### src/rtl/timer8_pkg.sv
// package: register map, fields, timing and carriers of the 8-bit timer
////////////////////////////////////////////////////////////////////////////////
// What this block does
// - timer mode without prescaler: count once per instruction cycle
// - a write to the counter blocks counting for two instruction cycles
// - counter mode counts pin edges; edge select 1 falling, 0 rising
// - rollover from FF to 00 sets the overflow flag
// - interrupt only while enabled; software clears flag, hardware never does
// - the timer stops during sleep, so it never wakes the processor
// - counter mode source is sampled on the second and fourth phase clocks
// - one 8-bit prescaler; assign bit 1 serves watchdog, 0 serves timer
// - rate code: timer 1:2 up to 1:256, watchdog 1:1 up to 1:128
// - prescaler not accessible; counter writes clear it while timer-assigned
// - watchdog clear also clears the prescaler while watchdog-assigned
// - option register resets to all ones
// - option bit 7 drives the global pull-up disable of the first port
// - option bit 6 selects external interrupt edge, 1 rising, 0 falling
// - count pin reads zero on its digital path while analog-selected
package timer8_pkg;
  localparam int ADDR_W = 12;
  localparam logic [7:0] IDX_TIMER_COUNT = 8'h01;
  localparam logic [7:0] IDX_INT_CONTROL = 8'h0B;
  localparam logic [7:0] IDX_OPTION = 8'h81;
  localparam logic [7:0] IDX_IRQ_STATUS = 8'h20;
  localparam logic [7:0] IDX_IRQ_MASK = 8'h21;
  localparam logic [7:0] OPTION_RESET = 8'hFF;
  localparam logic [7:0] INTCON_RESET = 8'h00;
  localparam int BIT_PULLUP_DIS = 7;
  localparam int BIT_INT_EDGE = 6;
  localparam int BIT_CLK_SRC = 5;
  localparam int BIT_CNT_EDGE = 4;
  localparam int BIT_PS_ASSIGN = 3;
  localparam int PS_RATE_LSB = 0;
  localparam int BIT_OVF_EN = 5;
  localparam int BIT_OVF_FLAG = 2;
  localparam int EV_OVERFLOW = 0;
  localparam int EV_WDT_TICK = 1;
  localparam int NUM_EVENTS = 2;
  localparam int CLK_PERIOD_NS = 10;
  localparam int INSTR_CYCLE_NS = 40;
  localparam int CLKS_PER_INSTR = INSTR_CYCLE_NS / CLK_PERIOD_NS;
  localparam int INHIBIT_INSTR = 2;
  localparam logic [3:0] INHIBIT_CLKS = 4'(INHIBIT_INSTR * CLKS_PER_INSTR);
  localparam logic [1:0] PHASE_Q2 = 2'h1;
  localparam logic [1:0] PHASE_Q4 = 2'h3;

  typedef struct packed {
    logic psel;
    logic penable;
    logic pwrite;
    logic [ADDR_W-1:0] paddr;
    logic [31:0] pwdata;
  } apb_req_type;

  typedef struct packed {
    logic pready;
    logic [31:0] prdata;
    logic pslverr;
  } apb_rsp_type;

  typedef struct packed {
    logic [1:0] phase;
    logic pin_meta;
    logic pin_sync;
    logic src_prev;
    logic ps_sample;
    logic [7:0] count;
    logic [3:0] inhibit;
    logic [7:0] prescale;
    logic [7:0] option;
    logic [7:0] intcon;
    logic [NUM_EVENTS-1:0] status;
    logic [NUM_EVENTS-1:0] mask;
    apb_rsp_type rsp;
    logic timer_int;
    logic irq;
    logic wdt_tick;
  } timer_state_type;
endpackage : timer8_pkg

### src/rtl/timer8.sv
// 8-bit timer/counter with shared prescaler and APB register slave
//
// The implementer's own choice: the APB register port.
`timescale 1ns/1ps
module timer8
  import timer8_pkg::*;
(
  input wire logic i_clk_sys,
  input wire logic i_reset_n,
  input wire apb_req_type i_apb,
  output apb_rsp_type o_apb,
  input wire logic i_ext_count_pin,
  input wire logic i_analog_select,
  input wire logic i_sleep,
  input wire logic i_wdt_event,
  input wire logic i_wdt_clear,
  output logic o_wdt_tick,
  output logic o_timer_int,
  output logic o_irq,
  output logic o_port_pullup_disable,
  output logic o_ext_int_edge_rising
);
  timer_state_type st;
  timer_state_type nx;

  logic counter_mode;
  logic to_wdt;
  logic [2:0] rate;
  logic pin_level;
  logic src_level;
  logic instr_tick;
  logic src_event;
  logic ps_event;
  logic [7:0] ps_mask;
  logic wdt_tick_c;
  logic samp_in;
  logic samp_phase;
  logic samp_rise;
  logic inc_req;
  logic inc;
  logic ovf_ev;
  logic setup;
  logic access;
  logic [7:0] idx;
  logic aligned;
  logic wr;
  logic wr_timer;
  logic wr_intcon;
  logic [NUM_EVENTS-1:0] events;
  logic [7:0] rd_data;
  logic rd_hit;

  ////////////////////////////////////////////////////////////////////////////
  // clock source and prescaler
  assign counter_mode = st.option[BIT_CLK_SRC];
  assign to_wdt = st.option[BIT_PS_ASSIGN];
  assign rate = st.option[PS_RATE_LSB+:3];
  assign pin_level = st.pin_sync & ~i_analog_select;
  // inverting the level turns a falling edge into a rising one
  assign src_level = pin_level ^ st.option[BIT_CNT_EDGE];
  assign instr_tick = (st.phase == PHASE_Q4);
  assign src_event = counter_mode ? (src_level & ~st.src_prev) : instr_tick;
  // prescaler feeds from the watchdog or the timer source, never both
  assign ps_event = to_wdt ? i_wdt_event : (src_event & ~i_sleep);
  assign ps_mask = 8'((8'h01 << rate) - 8'h01);
  assign wdt_tick_c = to_wdt & i_wdt_event & ((st.prescale & ps_mask) == ps_mask);
  // watchdog-assigned: timer sees the raw source
  assign samp_in = to_wdt ? src_level : st.prescale[rate];
  assign samp_phase = (st.phase == PHASE_Q2) || (st.phase == PHASE_Q4);
  assign samp_rise = samp_phase & samp_in & ~st.ps_sample;
  assign inc_req = (counter_mode | ~to_wdt) ? samp_rise : instr_tick;
  assign inc = inc_req & ~i_sleep & (st.inhibit == 4'h0);
  assign ovf_ev = inc & (st.count == 8'hFF);

  ////////////////////////////////////////////////////////////////////////////
  // apb decode
  assign setup = i_apb.psel & ~i_apb.penable;
  assign access = i_apb.psel & i_apb.penable & st.rsp.pready;
  assign idx = i_apb.paddr[9:2];
  assign aligned = (i_apb.paddr[ADDR_W-1:10] == '0) && (i_apb.paddr[1:0] == 2'h0);
  assign wr = access & i_apb.pwrite & ~st.rsp.pslverr;
  assign wr_timer = wr & (idx == IDX_TIMER_COUNT);
  assign wr_intcon = wr & (idx == IDX_INT_CONTROL);
  assign events = {wdt_tick_c, ovf_ev};

  always_comb begin
    rd_hit = aligned;
    rd_data = 8'h00;
    case (idx)
      IDX_TIMER_COUNT: rd_data = st.count;
      IDX_INT_CONTROL: rd_data = st.intcon;
      IDX_OPTION: rd_data = st.option;
      IDX_IRQ_STATUS: rd_data = 8'(st.status);
      IDX_IRQ_MASK: rd_data = 8'(st.mask);
      default: rd_hit = 1'b0;
    endcase
  end

  ////////////////////////////////////////////////////////////////////////////
  // next state
  always_comb begin
    nx = st;
    nx.phase = st.phase + 2'h1;
    nx.pin_meta = i_ext_count_pin;
    nx.pin_sync = st.pin_meta;
    nx.src_prev = src_level;
    if (samp_phase) begin
      nx.ps_sample = samp_in;
    end
    if (ps_event) begin
      nx.prescale = st.prescale + 8'h01;
    end
    // prescaler content is lost when it is cleared; software has no view of it
    if ((i_wdt_clear & to_wdt) | (wr_timer & ~to_wdt)) begin
      nx.prescale = 8'h00;
    end
    if (st.inhibit != 4'h0) begin
      nx.inhibit = st.inhibit - 4'h1;
    end
    if (inc) begin
      nx.count = st.count + 8'h01;
    end
    if (wr_timer) begin
      nx.count = i_apb.pwdata[7:0];
      nx.inhibit = INHIBIT_CLKS;
    end
    if (wr_intcon) begin
      nx.intcon = i_apb.pwdata[7:0];
    end
    // set wins over a software clear in the same cycle
    if (ovf_ev) begin
      nx.intcon[BIT_OVF_FLAG] = 1'b1;
    end
    if (wr & (idx == IDX_OPTION)) begin
      nx.option = i_apb.pwdata[7:0];
    end
    if (wr & (idx == IDX_IRQ_MASK)) begin
      nx.mask = i_apb.pwdata[NUM_EVENTS-1:0];
    end
    if (wr & (idx == IDX_IRQ_STATUS)) begin
      nx.status = (st.status & ~i_apb.pwdata[NUM_EVENTS-1:0]) | events;
    end else begin
      nx.status = st.status | events;
    end
    nx.rsp.pready = setup;
    nx.rsp.pslverr = setup & ~rd_hit;
    nx.rsp.prdata = (setup & rd_hit) ? {24'h000000, rd_data} : 32'h00000000;
    nx.timer_int = st.intcon[BIT_OVF_EN] & st.intcon[BIT_OVF_FLAG];
    nx.irq = |(st.status & st.mask);
    nx.wdt_tick = wdt_tick_c;
  end

  always_ff @(posedge i_clk_sys) begin
    if (!i_reset_n) begin
      st <= '0;
      st.option <= OPTION_RESET;
      st.intcon <= INTCON_RESET;
    end else begin
      st <= nx;
    end
  end

  assign o_apb = st.rsp;
  assign o_wdt_tick = st.wdt_tick;
  assign o_timer_int = st.timer_int;
  assign o_irq = st.irq;
  assign o_port_pullup_disable = st.option[BIT_PULLUP_DIS];
  assign o_ext_int_edge_rising = st.option[BIT_INT_EDGE];
endmodule : timer8

### config.mk
export PLATFORM = sky130hd
export DESIGN_NAME = timer8
export DESIGN_NICKNAME = d
export VERILOG_FILES = /design/src/rtl/timer8_pkg.sv /design/src/rtl/timer8.sv
export SDC_FILE = /design/constraint.sdc
export NUM_CORES = 1
export LEC_CHECK = 0
export BUFFER_PORTS_ARGS = -buffer_cell sky130_fd_sc_hd__buf_4
export CORE_ASPECT_RATIO = 1.1
export CORE_MARGIN = 3
export CORE_UTILIZATION = 47
export CTS_CLUSTER_DIAMETER = 80
export DETAILED_ROUTE_END_ITERATION = 16
export PLACE_DENSITY = 0.76
export SETUP_SLACK_MARGIN = 0.05
export SKIP_LAST_GASP = 1
export SLEW_MARGIN = 20
export SYNTH_ARGS = -nofsm -noshare
export SYNTH_HDL_FRONTEND = slang
export SYNTH_SLANG_ARGS = --single-unit
### constraint.sdc
create_clock -name i_clk_sys -period 2.1 [get_ports i_clk_sys]
set_input_delay 0.21 -clock i_clk_sys [delete_from_list [all_inputs] [get_ports i_clk_sys]]
set_output_delay 0.21 -clock i_clk_sys [all_outputs]
set_load 0.02 [all_outputs]
After elaboration in Yosys (flattened, before gate mapping)
Index checks and enable logic that the tools add are counted.
{ "op_classes": {"n_addsub": 5, "n_lt_le_gt_ge": 1, "eq_ne": 9, "n_shift": 1, "mux": 14, "bitwise_logic": 43, "n_reduce_logical": 14} }
{ "op_table": {"columns": ["op", "n"], "rows": [
  ["case mux 8 bit (5 select lines)", 1],
  ["bitwise AND 1 bit", 25],
  ["adder 8 x 1 -> 8 bit, second input constant", 2],
  ["equality test 8 x 6 -> 1 bit, second input constant", 2],
  ["equality test 8 bit, second input constant", 2],
  ["2-to-1 mux 12 bit", 1],
  ["NOT 1 bit", 9],
  ["bitwise AND 8 bit", 1],
  ["equality test 8 x 1 -> 1 bit, second input constant", 1],
  ["equality test 8 x 4 -> 1 bit, second input constant", 1],
  ["equality test 8 bit", 1],
  ["2-to-1 mux 8 bit", 1],
  ["left shift 1 x 3 -> 8 bit, first input constant", 1],
  ["subtractor 8 x 1 -> 8 bit, second input constant", 1],
  ["2-to-1 mux 1 bit", 7],
  ["nonzero test 2 bit", 3],
  ["OR reduction 2 bit", 3],
  ["OR reduction 5 bit", 1],
  ["bitwise AND 2 bit", 2],
  ["logical NOT 2 bit", 2],
  ["logical NOT 4 bit", 1],
  ["less-than comparator 3 x 4 -> 1 bit, second input constant", 1],
  ["2-to-1 mux 4 bit", 1],
  ["bitwise OR 2 bit", 2],
  ["14 further kinds", 15]
]} }
{ "word_totals": {"reg_bits": 83, "in_bits": 54, "wordCells": 108} }

Depth between registers and ports, before layout
{ "logic_depth": {"ltp_word": 12, "depth_mapped": 10, "ltp_nobuf": 9} }

Worst setup path after synthesis
Ideal clock, no wire load.
{ "synth_path": {"path_kind": "reg-to-reg", "start": "register st (netlist bit rate[2])", "end": "register st[40] (netlist bit)", "setup_time_ns": 0.058, "arrival_time_ns": 1.892, "required_time_ns": 2.042, "slack_ns": 0.151, "path_stages_with_launch": 11, "cell_sequence": "dfxtp_1 -> buf_6 -> inv_1 -> nand3_1 -> ha_1 -> and2_1 -> o21ai_0 -> a21oi_1 -> a2111oi_0 -> and3_1 -> a31o_2"} }
{ "synth_between": {"elab_chain_len": 7} }
{ "synth_lines": {"columns": ["element", "line_no", "text"], "rows": [
  ["start, declared", "timer8.sv:23", "timer_state_type st;"],
  ["start signal, assigned", "timer8.sv:159", "st <= nx;"],
  ["left shift 1 x 3 -> 8 bit (*)", "timer8.sv:65", "assign ps_mask = 8'((8'h01 << rate) - 8'h01);"],
  ["subtractor 8 x 1 -> 8 bit (*)", "timer8.sv:65", null],
  ["bitwise AND 8 bit", "timer8.sv:66", "assign wdt_tick_c = to_wdt & i_wdt_event & ((st.prescale & ps_mask) == ps_mask);"],
  ["equality test 8 bit (*)", "timer8.sv:66", null],
  ["bitwise AND 1 bit (*)", "timer8.sv:66", null],
  ["bitwise OR 2 bit (on tied branches)", "timer8.sv:143, timer8.sv:141", null],
  ["2-to-1 mux 2 bit (*)", "timer8.sv:140", "if (wr & (idx == IDX_IRQ_STATUS)) begin"]
]} }
Every way passes the cells marked *; elsewhere a longest branch is shown, timed or not.
A chain may end at the register's enable or synchronous reset.

Worst setup path in the final report
{ "layout_path": {"start": "register st[66] (netlist bit)", "end": "register st[39] (netlist bit)"} }
{ "layout_between": {"elab_chain_len": 5} }
{ "layout_lines": {"columns": ["element", "line_no", "text"], "rows": [
  ["logical NOT 4 bit (*)", "timer8.sv:72", "assign inc = inc_req & ~i_sleep & (st.inhibit == 4'h0);"],
  ["bitwise AND 1 bit (*)", "timer8.sv:72", null],
  ["bitwise AND 1 bit (*)", "timer8.sv:73", "assign ovf_ev = inc & (st.count == 8'hFF);"],
  ["bitwise OR 2 bit (on tied branches)", "timer8.sv:143, timer8.sv:141", null],
  ["2-to-1 mux 2 bit (*)", "timer8.sv:140", null]
]} }
Marked as above.

==> metrics.md <==
| Metric | Value |
|---|---|
| Placer Congestion | `just under 0.8` |
| Outcome | `finished, final reports clean` |
| TritonRoute pass-1 iters | `5` |
| Post-synthesis sequential area ratio | `0.3606` |
| Final Cell Area | `between 0.003 and 0.004 mm²` |
| Final clock skew | `slightly above 0.01 ns` |
| Worst vdd ir | `approximately 0.00075 V` |
| Most common cell after layout, fill and taps aside | `buf_4` |
| Fillcell total | `just over 600` |
| Core Util, Final | `0.5895` |
| WP data arrival | `2.20 ns` |
| Total power | `2902 µW` |
| Req. time, crit path | `approximately 2.4 ns` |
| Total GRT Usage | `0.1798` |
| Predominant post-synthesis flop cell | `dfxtp_1` |
| Flop and latch count out of synthesis | `roughly 60` |
| Worst-skew pair later-pin latency | `0.34 ns` |
| Global route overflow | `0` |
| Starting Density | `0.4910` |
| Die Y | `between 90 and 100 µm` |
| Global-route wire length before repair | `between 10000 and 15000 µm` |
| Dominant cells by area after synthesis | `dfxtp_1, buf_4, mux2i_1, nand2_1, nand3_1` |
| Core area | `0.006671 mm²` |
| Die X | `between 80 and 90 µm` |
| HPWL Detailed | `between 5000 and 6000 µm` |
| Largest net degree at the start of global routing | `35` |
| Place WS | `-0.01639 ns` |
| Via Count | `about 2800` |
| Via-to-Cell Ratio | `between 5 and 6` |
| CTS tree | `built` |
| Root buf cell | `clkbuf_8` |
| Share of cells above drive strength 1 | `0.2767` |
| WL per Instance | `~14 µm` |
| Leak | `roughly 0.0016 µW` |
| Cell accounting for the most synthesized area | `dfxtp_1` |
| Fin crit period | `about 1.9 ns` |
| Syn Area/Cell | `about 9 µm²` |
| Crit-path max FO | `7` |
| Final Cycle Share | `0.9206` |
| Area grow syn2layout | `20.05%` |
| # diodes | `0` |
| Setup CP Type | `flip-flop to flip-flop` |
| Setup slack after layout | `~0.17 ns` |
| Ys Warns | `0` |
| Reg clk slew, reported paths | `~0.070 ns` |
| Final Hold Vio Count | `0` |
| Max Clk Rate | `0.5173 GHz` |
| Critical path startpoint category | `flip-flop` |
| Post-synth EDFFs | `0` |
| Max-cap violation count | `0` |
| Hold_ws | `0.07720 ns` |
| Routed Antenna Nets | `0` |
| Routed Wire Length | `approximately 7000 µm` |
| Iteration-0 DRC count of the detailed router | `162` |
| Post-synth ARST share | `0` |
| Post-synthesis instance total | `between 300 and 400` |
| Unrepaired setup endpoints after global routing | `no` |
| Clock Path Buffers | `2` |
| Worst min-delay path startpoint | `i_ext_count_pin` |
| Worst hold path class | `input pin to flip-flop` |
| Slew Viols, Final | `0` |
| Total CTS buffers | `9` |
| CTS Sinks | `59` |
| Final setup viols | `0` |
| Worst setup path start | `st[66]` |
| Die footprint | `between 0.008 and 0.009 mm²` |
| Area share of the largest cell type after synthesis | `0.3606` |
| Post-DP Area | `0.003611 mm²` |
| Number of distinct library cells after synthesis | `between 50 and 60` |
| Initial antenna violation count | `0` |
| PortBufs | `44` |
| Vias in the first global route | `about 2500` |
| Pwr per Cell Area | `between 700 and 800 mW/mm²` |
| Layout Nets | `485` |
| I/O Pins | `between 90 and 100` |
| H-tree levels | `3` |
| Cell Rows | `31` |
| R2r startpoint | `st[66]` |
| Most frequent cells in the layout | `buf_4, dfxtp_1, nand2_1, conb_1, nand3_1` |
| Synth Cell Area | `roughly 0.0033 mm²` |
| Crit end category | `flip-flop` |
| Number of remaining DRC errors | `0` |
-- worst max-delay path, cell delays in order (launching register included) --
cell and delay, ns:
dfxtp_1 0.32, inv_1 0.09, ha_4 0.14, nor3b_4 0.25, nand2_1 0.11, nor4_2 0.26, a21oi_2 0.12, or3b_1 0.44
a21boi_1 0.13
-- logic make-up after synthesis --
kind of cell,share of synthesized area
other,0.001145
AND/OR/NAND/NOR,0.2487
buffers and inverters,0.1146
flip-flops,0.3606
XOR/XNOR,0.008023
AO/OA/AOI/OAI,0.1509
multiplexers,0.09320
adder cells (fa/ha/maj),0.02292
-- repair_timing --
item / 4_1_cts / 5_1_grt
pin swaps: 0 / 1
gates resized for setup: 1 / 15
buffers inserted: 2 / 2
hold buffers: 0 / 0
endpoints found under the setup margin: 6 / 11
-- per-stage QoR --
step	setup TNS, ns	cells
after floorplan	0	393
after global placement	0	492
after detailed placement	-0.02588	492
after CTS	0	510
after global routing	0	512
final	0	512
-- flip-flops by register name (all words and copies together) (netlist names) --
register               count
counter_mode               1
nx                         1
o_apb                     10
o_ext_int_edge_rising      1
o_irq                      1
o_port_pullup_disable      1
o_timer_int                1
o_wdt_tick                 1
rate                       3
st                        39
-- routing by layer --
| layer | track usage | wire length (µm) | up-vias |
|---|---|---|---|
| li1 | - | - | 1380 |
| met1 | 0.2343 | 3147 | 1294 |
| met2 | 0.2778 | 3302 | 80 |
| met3 | 0.05815 | 431 | 8 |
| met4 | 0.06464 | 80 | 0 |
| met5 | 0 | 0 | - |
-- area by class of cell --
cell class                 count  area (µm²)  area share
clock buffer                  12       155.1     0.03945
sequential                    59        1182      0.3007
multi-input combinational    276        1868      0.4750
clock inverter                 4       72.57     0.01845
tap                           82       102.6     0.02609
timing repair buffer          68       510.5      0.1298
inverter                      11       41.29     0.01050
-- synthesized netlist by cell type (all sizes together), types with 5 or more instances --
cell / instances
a21oi: 15
a22oi: 10
and2: 8
and3: 5
buf: 41
clkbuf: 6
dfxtp: 59
ha: 6
inv: 11
mux2: 11
mux2i: 17
nand2: 29
nand2b: 7
nand3: 19
nand4: 5
nor2: 19
nor2b: 15
o211ai: 7
o21ai: 12
o31ai: 5
or2: 5
or4: 8
-- final timing paths --
path	endpoint	slack, ns	depth (start not counted)
max	st[39]	0.17	8
min	nx[79]	0.08	2
max reg2reg	st[39]	0.17	8
min reg2reg	st[79]	0.44	1
-- power breakdown --
part,internal (µW),switching (µW)
Sequential,1160,34.6
Combinational,280,249
Clock,731,445
Total,2170,729
Power figures use the tool's default switching activity.
